`src/verilog/fcd_pkg.sv`:
```
// Constants, types and opcode decode for the serial flash command decoder
// Operation
// - Opcode 35h enters quad command mode
// - Opcode F5h returns to single-line mode
// - Dummy cycles set by config bits 6, 7
// - Three address bytes, four in wide mode
// - Decode 03 0B 3B BB 6B EB reads
// - Page program takes 1 to 256 bytes
// - Quad page program: four lines, single-line only
// - Erase 4KB, 32KB, 64KB, plus wide variants
// - 60h or C7h erases whole chip
// - Quad mode: quad reads, program, erases, 35h/F5h only
// - Wide-address opcodes always take four bytes
// - Write-type commands must end on byte boundary
// - Unknown command: standby, outputs off till select
// - Sample on rising, drive on falling clock; DDR reads sample address and drive data on both edges
// - Ignore array commands while busy
package fcd_pkg;
   localparam logic [1:0] CL_READ = 2'h0;
   localparam logic [1:0] CL_PROG = 2'h1;
   localparam logic [1:0] CL_ERASE = 2'h2;
   localparam logic [1:0] CL_MODE = 2'h3;
   localparam logic [2:0] OPK_READ = 3'h1;
   localparam logic [2:0] OPK_PROGRAM = 3'h2;
   localparam logic [2:0] OPK_ERASE_4K = 3'h3;
   localparam logic [2:0] OPK_ERASE_32K = 3'h4;
   localparam logic [2:0] OPK_ERASE_64K = 3'h5;
   localparam logic [2:0] OPK_ERASE_CHIP = 3'h6;
   localparam logic [5:0] ADDR_BITS_SHORT = 6'h18;
   localparam logic [5:0] ADDR_BITS_LONG = 6'h20;
   localparam logic [5:0] BYTE_BITS = 6'h08;
   localparam logic [8:0] PAGE_BYTES = 9'h100;
   localparam logic [4:0] DUMMY_CYC_0 = 5'h08;
   localparam logic [4:0] DUMMY_CYC_1 = 5'h06;
   localparam logic [4:0] DUMMY_CYC_2 = 5'h08;
   localparam logic [4:0] DUMMY_CYC_3 = 5'h0a;
   localparam logic QUAD_RESET = 1'b0;

   typedef struct packed {
      logic ok;
      logic quad_ok;
      logic [1:0] cls;
      logic [2:0] kind;
      logic has_addr;
      logic force4;
      logic [2:0] alane;
      logic [2:0] dlane;
      logic dummy;
      logic ddr;
      logic quad_on;
   } cmd_s;

   function automatic logic [4:0] dummy_count(input logic [1:0] cfg);
      case (cfg)
         2'h1: dummy_count = DUMMY_CYC_1;
         2'h2: dummy_count = DUMMY_CYC_2;
         2'h3: dummy_count = DUMMY_CYC_3;
         default: dummy_count = DUMMY_CYC_0;
      endcase
   endfunction : dummy_count

   function automatic cmd_s decode(input logic [7:0] op);
      cmd_s c;
      c = '{1'b1, 1'b0, CL_READ, OPK_READ, 1'b1, 1'b0, 3'h1, 3'h1, 1'b1, 1'b0, 1'b0};
      case (op)
         8'h03, 8'h13: c.dummy = 1'b0;
         8'h0b, 8'h0c: c.dummy = 1'b1;
         8'h3b, 8'h3c: c.dlane = 3'h2;
         8'hbb, 8'hbc: {c.alane, c.dlane} = {3'h2, 3'h2};
         8'h6b, 8'h6c: c.dlane = 3'h4;
         8'heb, 8'hec: {c.alane, c.dlane, c.quad_ok} = {3'h4, 3'h4, 1'b1};
         8'h0d, 8'h0e: c.ddr = 1'b1;
         8'hbd, 8'hbe: {c.alane, c.dlane, c.ddr} = {3'h2, 3'h2, 1'b1};
         8'hed, 8'hee: {c.alane, c.dlane, c.ddr, c.quad_ok} = {3'h4, 3'h4, 2'h3};
         8'h02, 8'h12: {c.cls, c.kind, c.quad_ok} = {CL_PROG, OPK_PROGRAM, 1'b1};
         8'h38, 8'h3e: {c.cls, c.kind, c.dlane} = {CL_PROG, OPK_PROGRAM, 3'h4};
         8'h20, 8'h21: {c.cls, c.kind, c.quad_ok} = {CL_ERASE, OPK_ERASE_4K, 1'b1};
         8'h52, 8'h5c: {c.cls, c.kind, c.quad_ok} = {CL_ERASE, OPK_ERASE_32K, 1'b1};
         8'hd8, 8'hdc: {c.cls, c.kind, c.quad_ok} = {CL_ERASE, OPK_ERASE_64K, 1'b1};
         8'h60, 8'hc7: {c.cls, c.kind, c.quad_ok, c.has_addr} =
            {CL_ERASE, OPK_ERASE_CHIP, 2'h2};
         8'h35: {c.cls, c.has_addr, c.quad_ok, c.quad_on} = {CL_MODE, 3'h3};
         8'hf5: {c.cls, c.has_addr, c.quad_ok, c.quad_on} = {CL_MODE, 3'h2};
         default: c.ok = 1'b0;
      endcase
      c.force4 = op inside {8'h13, 8'h0c, 8'h3c, 8'hbc, 8'h6c, 8'hec, 8'h0e, 8'hbe,
         8'hee, 8'h12, 8'h3e, 8'h21, 8'h5c, 8'hdc};
      return c;
   endfunction : decode
endpackage : fcd_pkg

```
`src/verilog/link_ev_if.sv`:
```
// Synchronised link events passed from the pin sampler to the decoder
`timescale 1ns/100ps
interface link_ev_if;
   logic sclk_rise;
   logic sclk_fall;
   logic cs_fall;
   logic cs_rise;
   logic [3:0] io;
   modport src (output sclk_rise, sclk_fall, cs_fall, cs_rise, io);
   modport dst (input sclk_rise, sclk_fall, cs_fall, cs_rise, io);
endinterface : link_ev_if

```
`src/verilog/serial_flash_command_decoder.sv`:
```
// Serial flash opcode decoder: phases, lanes, addressing and dispatch
`timescale 1ns/100ps
module serial_flash_command_decoder (
   // System
   input wire logic clk_sys,
   input wire logic reset,
   // Flash pins
   input wire logic sclk,
   input wire logic cs_n,
   input wire logic [3:0] io_in,
   output logic [3:0] io_out,
   output logic [3:0] io_oe,
   // Configuration and array status
   input wire logic dummy_cfg_lo,
   input wire logic dummy_cfg_hi,
   input wire logic enter_wide_address_mode,
   input wire logic busy,
   output logic quad_command_mode,
   // Dispatched operations
   output logic op_valid,
   output logic [2:0] op_kind,
   output logic [31:0] op_addr,
   output logic cmd_reject,
   // Read data from the array
   input wire logic [7:0] rd_data,
   output logic rd_next,
   // Program data toward the page buffer
   output logic prog_valid,
   output logic [7:0] prog_data,
   input wire logic prog_ready
);
   ////////////////////////////////////////////////////////////////////////////////
   typedef enum logic [2:0] {S_IDLE, S_OPC, S_ADDR, S_DUMMY, S_RDATA, S_WDATA, S_END,
      S_STBY} state_e;

   typedef struct packed {
      state_e state;
      logic quad;
      fcd_pkg::cmd_s cmd;
      logic [31:0] sh;
      logic [31:0] addr;
      logic [5:0] nbits;
      logic [5:0] need;
      logic [4:0] dcnt;
      logic [8:0] bcnt;
      logic overrun;
      logic [7:0] obyte;
      logic [3:0] obits;
      logic [3:0] io_out;
      logic [3:0] io_oe;
      logic op_valid;
      logic [2:0] op_kind;
      logic [31:0] op_addr;
      logic rd_next;
      logic cmd_reject;
      logic push;
      logic [7:0] push_data;
   } dec_s;

   dec_s st;
   dec_s n;
   link_ev_if lk();
   logic fifo_in_ready;
   logic [1:0] dummy_cfg;
   logic [2:0] w_in;
   logic [31:0] sh_in;
   logic [5:0] nb;
   logic in_edge;
   logic out_edge;
   logic bad;
   logic go_read;
   logic [7:0] ob;
   logic [11:0] step;
   fcd_pkg::cmd_s dec;

   ////////////////////////////////////////////////////////////////////////////////
   function automatic logic [31:0] shift_in(input logic [31:0] v, input logic [3:0] io,
      input logic [2:0] w);
      case (w)
         3'h4: shift_in = {v[27:0], io};
         3'h2: shift_in = {v[29:0], io[1:0]};
         default: shift_in = {v[30:0], io[0]};
      endcase
   endfunction : shift_in

   // Lanes to drive, then the byte left over
   function automatic logic [11:0] out_step(input logic [7:0] b, input logic [2:0] w);
      case (w)
         3'h4: out_step = {b[7:4], b[3:0], 4'h0};
         3'h2: out_step = {2'h0, b[7:6], b[5:0], 2'h0};
         default: out_step = {2'h0, b[7], 1'b0, b[6:0], 1'b0};
      endcase
   endfunction : out_step

   function automatic logic [3:0] lane_mask(input logic [2:0] w);
      case (w)
         3'h4: lane_mask = 4'hf;
         3'h2: lane_mask = 4'h3;
         default: lane_mask = 4'h2;
      endcase
   endfunction : lane_mask

   ////////////////////////////////////////////////////////////////////////////////
   link_sampler u_samp (
      .clk_sys(clk_sys),
      .reset(reset),
      .sclk(sclk),
      .cs_n(cs_n),
      .io_in(io_in),
      .ev(lk.src)
   );

   // Program data is staged here so a slow page buffer can trail the link
   word_fifo #(
      .WIDTH(8),
      .DEPTH(8)
   ) u_fifo (
      .clk_sys(clk_sys),
      .reset(reset),
      .in_valid(st.push),
      .in_ready(fifo_in_ready),
      .in_data(st.push_data),
      .out_valid(prog_valid),
      .out_ready(prog_ready),
      .out_data(prog_data)
   );

   assign dummy_cfg = {dummy_cfg_hi, dummy_cfg_lo};

   ////////////////////////////////////////////////////////////////////////////////
   always_comb
   begin
      n = st;
      n.op_valid = 1'b0;
      n.rd_next = 1'b0;
      n.cmd_reject = 1'b0;
      n.push = 1'b0;
      go_read = 1'b0;
      if (st.state == S_OPC)
         w_in = st.quad ? 3'h4 : 3'h1;
      else if (st.state == S_ADDR)
         w_in = st.cmd.alane;
      else
         w_in = st.cmd.dlane;
      sh_in = shift_in(st.sh, lk.io, w_in);
      nb = st.nbits + {3'h0, w_in};
      in_edge = lk.sclk_rise | (st.cmd.ddr & lk.sclk_fall & (st.state == S_ADDR));
      out_edge = lk.sclk_fall | (st.cmd.ddr & lk.sclk_rise);
      dec = fcd_pkg::decode(sh_in[7:0]);
      if (st.quad)
      begin
         dec.alane = 3'h4;
         dec.dlane = 3'h4;
      end
      bad = !dec.ok || (st.quad && !dec.quad_ok) || (busy && dec.cls != fcd_pkg::CL_MODE);
      ob = (st.obits == 4'h0) ? rd_data : st.obyte;
      step = out_step(ob, st.cmd.dlane);
      // A refused push spoils the page; the command is then rejected at its end
      if (st.push && !fifo_in_ready)
         n.overrun = 1'b1;
      if (lk.cs_rise)
      begin
         n.state = S_IDLE;
         n.io_oe = 4'h0;
         case (st.state)
            S_END:
               if (st.nbits[2:0] != 3'h0)
                  n.cmd_reject = 1'b1;
               else if (st.cmd.cls == fcd_pkg::CL_MODE)
                  n.quad = st.cmd.quad_on;
               else
               begin
                  n.op_valid = 1'b1;
                  n.op_kind = st.cmd.kind;
                  n.op_addr = st.addr;
               end
            S_WDATA:
               if (st.nbits != 6'h0 || st.bcnt == 9'h0 || n.overrun)
                  n.cmd_reject = 1'b1;
               else
               begin
                  n.op_valid = 1'b1;
                  n.op_kind = fcd_pkg::OPK_PROGRAM;
                  n.op_addr = st.addr;
               end
            S_ADDR:
               n.cmd_reject = st.cmd.cls != fcd_pkg::CL_READ;
            default:
               n.cmd_reject = 1'b0;
         endcase
      end
      else
      begin
         case (st.state)
            S_IDLE:
               if (lk.cs_fall)
               begin
                  n.state = S_OPC;
                  n.nbits = 6'h0;
                  n.sh = 32'h0;
                  n.io_oe = 4'h0;
               end
            S_OPC:
               if (in_edge)
               begin
                  n.sh = sh_in;
                  n.nbits = nb;
                  if (nb == fcd_pkg::BYTE_BITS)
                  begin
                     n.sh = 32'h0;
                     n.nbits = 6'h0;
                     n.cmd = dec;
                     n.addr = 32'h0;
                     n.need = (enter_wide_address_mode || dec.force4) ?
                        fcd_pkg::ADDR_BITS_LONG : fcd_pkg::ADDR_BITS_SHORT;
                     if (bad)
                        n.state = S_STBY;
                     else
                        n.state = dec.has_addr ? S_ADDR : S_END;
                  end
               end
            S_ADDR:
               if (in_edge)
               begin
                  n.sh = sh_in;
                  n.nbits = nb;
                  if (nb == st.need)
                  begin
                     n.addr = sh_in;
                     n.sh = 32'h0;
                     n.nbits = 6'h0;
                     if (st.cmd.cls == fcd_pkg::CL_READ)
                     begin
                        n.dcnt = fcd_pkg::dummy_count(dummy_cfg);
                        if (st.cmd.dummy)
                           n.state = S_DUMMY;
                        else
                           go_read = 1'b1;
                     end
                     else if (st.cmd.cls == fcd_pkg::CL_PROG)
                     begin
                        n.state = S_WDATA;
                        n.bcnt = 9'h0;
                        n.overrun = 1'b0;
                     end
                     else
                        n.state = S_END;
                  end
               end
            S_DUMMY:
               if (lk.sclk_rise)
               begin
                  n.dcnt = st.dcnt - 5'h1;
                  if (st.dcnt == 5'h1)
                     go_read = 1'b1;
               end
            S_RDATA:
               // Stream runs until select rises; each byte asks for the next
               if (out_edge)
               begin
                  if (st.obits == 4'h0)
                  begin
                     n.rd_next = 1'b1;
                     n.obits = 4'h8 - {1'b0, st.cmd.dlane};
                  end
                  else
                     n.obits = st.obits - {1'b0, st.cmd.dlane};
                  n.io_out = step[11:8];
                  n.obyte = step[7:0];
               end
            S_WDATA:
               if (in_edge)
               begin
                  n.sh = sh_in;
                  n.nbits = nb;
                  if (nb == fcd_pkg::BYTE_BITS)
                  begin
                     n.nbits = 6'h0;
                     // Bytes past one page are dropped, not wrapped
                     if (st.bcnt != fcd_pkg::PAGE_BYTES)
                     begin
                        n.push = 1'b1;
                        n.push_data = sh_in[7:0];
                        n.bcnt = st.bcnt + 9'h1;
                     end
                  end
               end
            S_END:
               if (in_edge)
                  n.nbits = {3'h0, nb[2:0]};
            S_STBY:
               n.io_oe = 4'h0;
            default:
               n.state = S_IDLE;
         endcase
         if (go_read)
         begin
            n.state = S_RDATA;
            n.op_valid = 1'b1;
            n.op_kind = fcd_pkg::OPK_READ;
            n.op_addr = n.addr;
            n.obits = 4'h0;
            n.io_oe = lane_mask(st.cmd.dlane);
         end
      end
   end

   always_ff @(posedge clk_sys)
   begin
      if (reset)
      begin
         st <= '0;
         st.quad <= fcd_pkg::QUAD_RESET;
      end
      else
         st <= n;
   end

   assign io_out = st.io_out;
   assign io_oe = st.io_oe;
   assign quad_command_mode = st.quad;
   assign op_valid = st.op_valid;
   assign op_kind = st.op_kind;
   assign op_addr = st.op_addr;
   assign cmd_reject = st.cmd_reject;
   assign rd_next = st.rd_next;
endmodule : serial_flash_command_decoder

```
`src/verilog/link_sampler.sv`:
```
// Two-stage synchroniser and edge finder for the serial link pins
`timescale 1ns/100ps
module link_sampler (
   // System
   input wire logic clk_sys,
   input wire logic reset,
   // Pins
   input wire logic sclk,
   input wire logic cs_n,
   input wire logic [3:0] io_in,
   // Events
   link_ev_if.src ev
);
   typedef struct packed {
      logic [2:0] sck;
      logic [2:0] cs;
      logic [3:0] io1;
      logic [3:0] io2;
   } samp_s;

   samp_s st;
   samp_s next_st;

   always_comb
   begin
      next_st.sck = {st.sck[1:0], sclk};
      next_st.cs = {st.cs[1:0], cs_n};
      next_st.io1 = io_in;
      next_st.io2 = st.io1;
   end

   always_ff @(posedge clk_sys)
   begin
      if (reset)
         st <= '{3'h0, 3'h7, 4'h0, 4'h0};
      else
         st <= next_st;
   end

   // Stage zero feeds only stage one; edges come from stages one and two
   assign ev.sclk_rise = st.sck[1] & ~st.sck[2];
   assign ev.sclk_fall = ~st.sck[1] & st.sck[2];
   assign ev.cs_fall = ~st.cs[1] & st.cs[2];
   assign ev.cs_rise = st.cs[1] & ~st.cs[2];
   assign ev.io = st.io2;
endmodule : link_sampler

```
`src/verilog/word_fifo.sv`:
```
// Small first-in first-out buffer with valid and ready on both sides
`timescale 1ns/100ps
module word_fifo #(
   parameter int WIDTH = 8,
   parameter int DEPTH = 8
) (
   // System
   input wire logic clk_sys,
   input wire logic reset,
   // Fill side
   input wire logic in_valid,
   output logic in_ready,
   input wire logic [WIDTH-1:0] in_data,
   // Drain side
   output logic out_valid,
   input wire logic out_ready,
   output logic [WIDTH-1:0] out_data
);
   // Pointers wrap naturally, so DEPTH must be a power of two
   localparam int AW = $clog2(DEPTH);

   typedef struct packed {
      logic [DEPTH-1:0][WIDTH-1:0] mem;
      logic [AW-1:0] wp;
      logic [AW-1:0] rp;
      logic [AW:0] cnt;
      logic vld;
   } fifo_s;

   fifo_s st;
   fifo_s next_st;
   logic do_push;
   logic do_pop;

   always_comb
   begin
      next_st = st;
      do_push = in_valid & in_ready;
      do_pop = st.vld & out_ready;
      if (do_push)
      begin
         next_st.mem[st.wp] = in_data;
         next_st.wp = st.wp + 1'b1;
      end
      if (do_pop)
         next_st.rp = st.rp + 1'b1;
      next_st.cnt = st.cnt + (AW + 1)'(do_push) - (AW + 1)'(do_pop);
      next_st.vld = next_st.cnt != '0;
   end

   always_ff @(posedge clk_sys)
   begin
      if (reset)
         st <= '0;
      else
         st <= next_st;
   end

   assign in_ready = st.cnt != (AW + 1)'(DEPTH);
   assign out_valid = st.vld;
   assign out_data = st.mem[st.rp];
endmodule : word_fifo

```
`config.mk`:
```
export PLATFORM = sky130hd
export DESIGN_NAME = serial_flash_command_decoder
export DESIGN_NICKNAME = d
export VERILOG_FILES = /design/src/verilog/fcd_pkg.sv /design/src/verilog/link_ev_if.sv /design/src/verilog/serial_flash_command_decoder.sv /design/src/verilog/link_sampler.sv /design/src/verilog/word_fifo.sv
export SDC_FILE = /design/constraint.sdc
export NUM_CORES = 1
export LEC_CHECK = 0
export BUFFER_PORTS_ARGS = -buffer_cell sky130_fd_sc_hd__buf_2
export CAP_MARGIN = 10
export CORE_MARGIN = 3
export CORE_UTILIZATION = 55
export DETAILED_ROUTE_END_ITERATION = 8
export PLACE_DENSITY = 0.73
export SLEW_MARGIN = 25
export SYNTH_ARGS = -nofsm -noshare
export SYNTH_HDL_FRONTEND = slang
export SYNTH_SLANG_ARGS = --single-unit
```
`constraint.sdc`:
```
create_clock -name clk_sys -period 4.36 [get_ports clk_sys]
set_input_delay 0.872 -clock clk_sys [delete_from_list [all_inputs] [get_ports clk_sys]]
set_output_delay 0.872 -clock clk_sys [all_outputs]
set_load 0.05 [all_outputs]
```
# --- Word-level counts from Yosys, hierarchy flattened ---
# Cells that the tools add are included.
# W data, S select, Z words.
op_classes:
  mux: 88
  n_lt_le_gt_ge: 3
  n_eq_ne: 77
  add_sub_neg: 9
  n_bitwise: 22
  reduce_logical: 65
ops:
  columns: ["op", "count"]
  rows:
  - ["$mux W75", 2]
  - ["$mux W36", 4]
  - ["$mux W69", 2]
  - ["$pmux W32 S2", 2]
  - ["$pmux W31 S4", 1]
  - ["$eq A8 B8 Y1 const B", 12]
  - ["$pmux W36 S2", 1]
  - ["$bwmux W64", 1]
  - ["$mux W31", 2]
  - ["$eq A8 B6 Y1 const B", 7]
  - ["$eq A8 B7 Y1 const B", 5]
  - ["$mux W40", 1]
  - ["$mux W3", 13]
  - ["$mux W6", 6]
  - ["$mux W9", 4]
  - ["$eq A8 B4 Y1 const B", 4]
  - ["$mux W16", 2]
  - ["$reduce_or A32 Y1", 1]
  - ["$mux W15", 2]
  - ["$pmux W6 S5", 1]
  - ["$bmux W8 S3", 1]
  - ["$demux W8 S3", 1]
  - ["$mux W8", 3]
  - ["$pmux W12 S2", 1]
  - ["73 further kinds", 185]
word_totals:
  output_inout_bits: 56
  register_bits: 264
  inputBits: 21
  word_cells: 308

# --- Longest topological paths before layout ---
depth:
  word_depth: 17
  depth_mapped: 20
  ltp_nobuf: 15

# --- Hierarchy ---
# A second synthesis with hierarchy kept.
hier_totals:
  hier_cells: 1599
  hier_area_um2: 13206.4
by_module_without_submodules:
  columns: ["mod", "cells_each", "seq_area_each_um2", "n_inst", "area_per_inst_um2"]
  rows:
  - ["serial_flash_command_decoder", 1156, 3383.2, 1, 9038.7]
  - ["word_fifo", 406, 1501.4, 1, 3729.8]
  - ["link_sampler", 37, 280.3, 1, 437.9]

# --- Worst setup path before layout ---
# OpenSTA, ideal clock, no wires.
synth_path:
  kind: "register to register"
  from: "reg st[178] (netlist name)"
  to: "reg st[79] (netlist name)"
  synth_period_minus_slack_ps: 3831
  t_arrival_ps: 3735
  setup_ps: 95
  required_time_ps: 4265
  path_buffers: 4
  stages_incl_launch_ff: 17
  setup_slack_ps: 529
  cell_sequence: "dfxtp_1 clkbuf_1 nand2b_1 clkbuf_1 nand2b_1 clkbuf_1 nor2_1 nor2_1 ha_1 buf_2 xnor2_1 or3_1 nand2b_2 or3_4 a221oi_4 o21ai_1 a221oi_1"
synth_via:
  elab_chain_cells: 7
  word_cells_on_any_way: 16
  classes_between: "add/sub: 1; eq/ne: 8; mux: 3; bitwise: 2; reduce/logical: 2"
synth_rtl:
  columns: ["item", "line", "text"]
  rows:
  - ["from (decl)", "serial_flash_command_decoder.sv:60", "dec_s st;"]
  - ["from (signal assigned)", "serial_flash_command_decoder.sv:316", "st <= n;"]
  - ["$eq A3 B2 Y1", "serial_flash_command_decoder.sv:141, serial_flash_command_decoder.sv:147, serial_flash_command_decoder.sv:194", null]
  - ["$mux W3", "serial_flash_command_decoder.sv:141", "else if (st.state == S_ADDR)"]
  - ["$mux W3", "serial_flash_command_decoder.sv:139", "if (st.state == S_OPC)"]
  - ["$add A6 B3 Y6", "serial_flash_command_decoder.sv:146", "nb = st.nbits + {3'h0, w_in};"]
  - ["$eq A6 B6 Y1", "serial_flash_command_decoder.sv:227", "if (nb == st.need)"]
  - ["$ne A2 B1 Y1 (no line)", null, null]
  - ["$reduce_and A6 Y1 (no line)", null, null]
# Several ways; a longest one is shown, not always the timed one.
# A chain may end at the register's enable or synchronous reset.

# --- Final worst setup path ---
layout_path:
  from: "reg st[177] (netlist name)"
  to: "reg st[161] (netlist name)"
layout_via:
  elab_chain_cells: 9
  word_cells_on_any_way: 30
  classes_between: "add/sub: 1; eq/ne: 19; mux: 5; bitwise: 2; reduce/logical: 3"
layout_rtl:
  columns: ["item", "line", "text"]
  rows:
  - ["$eq A3 B2 Y1", "serial_flash_command_decoder.sv:141, serial_flash_command_decoder.sv:147", null]
  - ["$mux W3", "serial_flash_command_decoder.sv:141", null]
  - ["$mux W3", "serial_flash_command_decoder.sv:139", null]
  - ["$eq A3 B2 Y1 or $eq A3 B3 Y1 (tied branches)", "serial_flash_command_decoder.sv:79", "case (w)"]
  - ["$pmux W32 S2", "serial_flash_command_decoder.sv:79", null]
  - ["$eq A8 B7 Y1 (tied with other cells)", "fcd_pkg.sv:65", "case (op)"]
  - ["$reduce_or A8 Y1 (no line) or $reduce_or A6 Y1 (tied branches)", null, null]
  - ["$pmux W3 S2", "fcd_pkg.sv:65", null]
  - ["$mux W6", "serial_flash_command_decoder.sv:150", "if (st.quad)"]
# Several ways; a longest one is shown, not always the timed one.

==> impl_metrics.tcl <==
set metrics [dict create \
    grt_pass1_wl_um 49500 \
    p_leak_nw 5.52 \
    async_reset_ff_frac 0 \
    muxShareOfSynthArea 0.101 \
    first_global_vias 9774 \
    synth-simple-area-share 0.179 \
    cp.arrival_ns 4.39 \
    ys_seq_area_frac 0.407 \
    via_per_inst 6.12 \
    postRouteAntennaNets 0 \
    die_height_um 158 \
    setup_viol 0 \
    register_area_um2 5160 \
    finalSetupTns_ns 0 \
    antenna_found_initial 0 \
    cp_cell_sequence "o21bai_1, a221o_1, a21oi_2, buf_4, a32o_1, a221oi_1, buf_4, nor4_1, nor2_1, o311ai_1, a311o_1, o31ai_1" \
    hpwl_um 20700 \
    grt_use_total 0.237 \
    critPathCaptureType "register" \
    synth_cell_type_count 85 \
    worstSetupPathType "reg2reg" \
    fillers 1858 \
    io_buffers 76 \
    avgSynthCellArea_um2 8.81 \
    skew_ns 0.0156 \
    antenna_cells 0 \
    cts_setup_buffers 0 \
    synth_area_um2 12700 \
    start_kind "register" \
    clk_latency_ns 0.54 \
    gp_congestion 0.951 \
    dieArea_um2 24900 \
    cts_buffers 26 \
    dp_worst_setup_slack_ns 0.409 \
    synth-adder-area-share 0.0208 \
    powerDensity_nw_per_um2 361 \
    final_area_um2 13800 \
    cts_root_buf "clkbuf_16" \
    worst_ep_required_time_ns 4.74 \
    io_pins 77 \
    dpl_cell_area_um2 13000 \
    timing.hold.ws_ns 0.410 \
    drive_above_1_share 0.152 \
    area_growth_pct 9.09 \
    yosysWarnings 0 \
    die_w_um 158 \
    r2r-end "st[161]" \
    timing.final.crit_share 0.920 \
    relSlewSlack 0.285 \
    clockBufferDepth 3 \
    drv_cap 0 \
    hold_violations 0 \
    synth_seq_cells 258 \
    route.detailed.drc 0 \
    rows 54 \
    worst-path-max-fanout 25 \
    synth_nets 1480 \
    layout_min_cycle_time_ns 4.01 \
    peakVddDrop_mv 0.272 \
    cts_hold_buf 0 \
    outcome "complete, no violations" \
    worst_pin_slew_ns 1.06 \
    fmax_ghz 0.249 \
    overflow 0 \
    synth_cells 1440 \
    synth_compound_area_frac 0.209 \
    slowest_delay_ns 0.87 \
    rsz0062_at_grt "false" \
    cts_tree "done" \
    synth-edff-count 0 \
    hold_path_end "u_samp.next_st[10]" \
    whs_path_depth 1 \
    slew_violations 0 \
    multi_input_area_um2 6650 \
    finalNetCount 1474 \
    clkSinkCount 258 \
    synth_top_flop_cell "dfxtp_1" \
    firstDrtPassIters 6 \
    clk_pin_slew_worst_paths_ns 0.06 \
    dr_total_vias 10600 \
    synth_top_family_by_area "compound AO/OA/AOI/OAI gates" \
    reg2reg_slack_ns 0.35 \
    min_from "u_samp.next_st[9]" \
    coreArea_um2 22200 \
    reg2regPathDepth 12 \
    wl_per_cell_um 17.4 \
    drtIter0Drc 849 \
    layout_setup_ws_ns 0.348 \
    cts_max_level 1 \
    wl_um 30200 \
    hold_class "reg2reg" \
    crit_slowest_cell "nor4_1" \
    r2r_start "st[177]" \
    initial_core_util 0.571 \
    cts_resized 0 \
    cp_common_cell "buf_4" \
    post-route-util 0.623 \
    grt_start_max_net_pins 92 \
    synth_xor_xnor_area_share 0.0124 \
]
## sequential cells by signal, summed over array words and instances (netlist names)
name               flops
st                   123
u_fifo.st             74
op_addr               32
u_samp.next_st         8
io_out                 4
u_samp.ev.io           4
io_oe                  3
op_kind                3
u_samp.st              2
cmd_reject             1
op_valid               1
quad_command_mode      1
rd_next                1
u_fifo.out_valid       1
## per-layer routing
| metal | vias to the layer above | part of all wire | track usage |
|---|---|---|---|
| met5 | - | 0 | 0 |
| met1 | 5044 | 0.45 | 0.321 |
| li1 | 5172 | - | - |
| met2 | 334 | 0.46 | 0.391 |
| met4 | 0 | 0.023 | 0.0616 |
| met3 | 64 | 0.061 | 0.0426 |
## kinds of logic after synthesis
logic type,after synthesis
and+or+nand+nor,487
AOI/OAI and AO/OA,366
DFF,258
buffers and inverters,184
muxes,107
adders and majority gates,20
xor gates and xnor gates,18
## cells in the mapped netlist (10+ instances only)
library cell  number  area (um^2)
buf_1             11         41.3
nand3_1           19         95.1
xor2_1            11         96.3
nor4_1            10         62.6
clkbuf_1          82          308
nand4_1           19          119
dfxtp_1          258         5160
ha_1              17          213
o22ai_1           17          106
nor2b_1           23          144
buf_4             48          360
nand2b_1          12         75.1
o21ai_0           42          210
a22o_1            31          272
buf_2             15         75.1
a21oi_1           59          295
mux4_2            16          360
nand2_1          120          450
nor3_1            25          125
a31oi_1           14         87.6
mux2i_1           82          821
inv_1             24         90.1
nor2_1           202          758
a22oi_1          114          856
## worst max-delay path, delay by kind of cell (launching register included)
family / cells / cell delay (ns)
buf+inv: 2 / 0.51
flops: 1 / 0.51
simple gates: 2 / 0.97
compound gates: 8 / 1.87
## area by class of cell
type,count,share of cell area
multi-input cells,998,0.480
well taps,280,0.0253
inverters,25,0.00678
clock buffers,41,0.0554
flip-flops and latches,258,0.373
clock inverters,7,0.00353
repair buffers,125,0.0554
## metrics by stage
stage	std cells	power [W]
finish	1734	0.00499
global placement	1686	0.00291
floorplan	1440	0.00282
detailed placement	1686	0.00293
global route	1734	0.00519
CTS	1734	0.00504
## how the worst max path moves through the flow
| stage | start | end | slack, ns | cells after the start |
|---|---|---|---|---|
| 2_1_floorplan | st[178] | st[79] | 0.53 | 16 |
| 3_3_place_gp | st[177] | st[177] | 0.53 | 14 |
| 3_5_place_dp | st[177] | st[81] | 0.41 | 13 |
| 4_1_cts | st[177] | st[81] | 0.41 | 12 |
| 5_1_grt | st[177] | st[109] | 0.07 | 15 |
| 6_report | st[177] | st[161] | 0.35 | 12 |
## where the power goes
part,internal (W),switching (W)
sequential,0.00239,0.0000308
clock,0.00121,0.000908
combinational,0.000163,0.000293
total,0.00376,0.00123
## placed cells by master (no fill, tap or decap), types with 5 or more instances in the layout
master     synthesis  routed
clkbuf_1          82       9
buf_2             15      75
buf_4             48      48
o22ai_1           17      16
a21oi_1           59      58
a311oi_1           5       5
and3_1             9       9
a221o_1            8       8
clkbuf_8           0       6
a22oi_1          114     114
xnor2_1            7       7
a22o_1            31      31
a211oi_1           9       9
a221oi_1           7       7
xor2_1            11      11
nand4_1           19      19
clkbuf_16          0      26
nor3_1            25      25
nor2b_1           23      22
ha_1              17      17
clkinv_2           0       5
nand3_1           19      19
nor2_2             2       5
nor4_1            10       8
a32o_1             6       6
nand2b_1          12      12
nor2_1           202     199
a31oi_1           14      14
inv_1             24      24
and2_1             6       6
mux2_2             9       9
a21o_1             6       6
o21ai_0           42      42
nand2_1          120     120
mux2i_1           82      82
or3_1              6       6
dfxtp_1          258     258
o31ai_1            5       5
mux4_2            16      16
nand4b_1           6       6
Power figures use the tool's default switching activity.
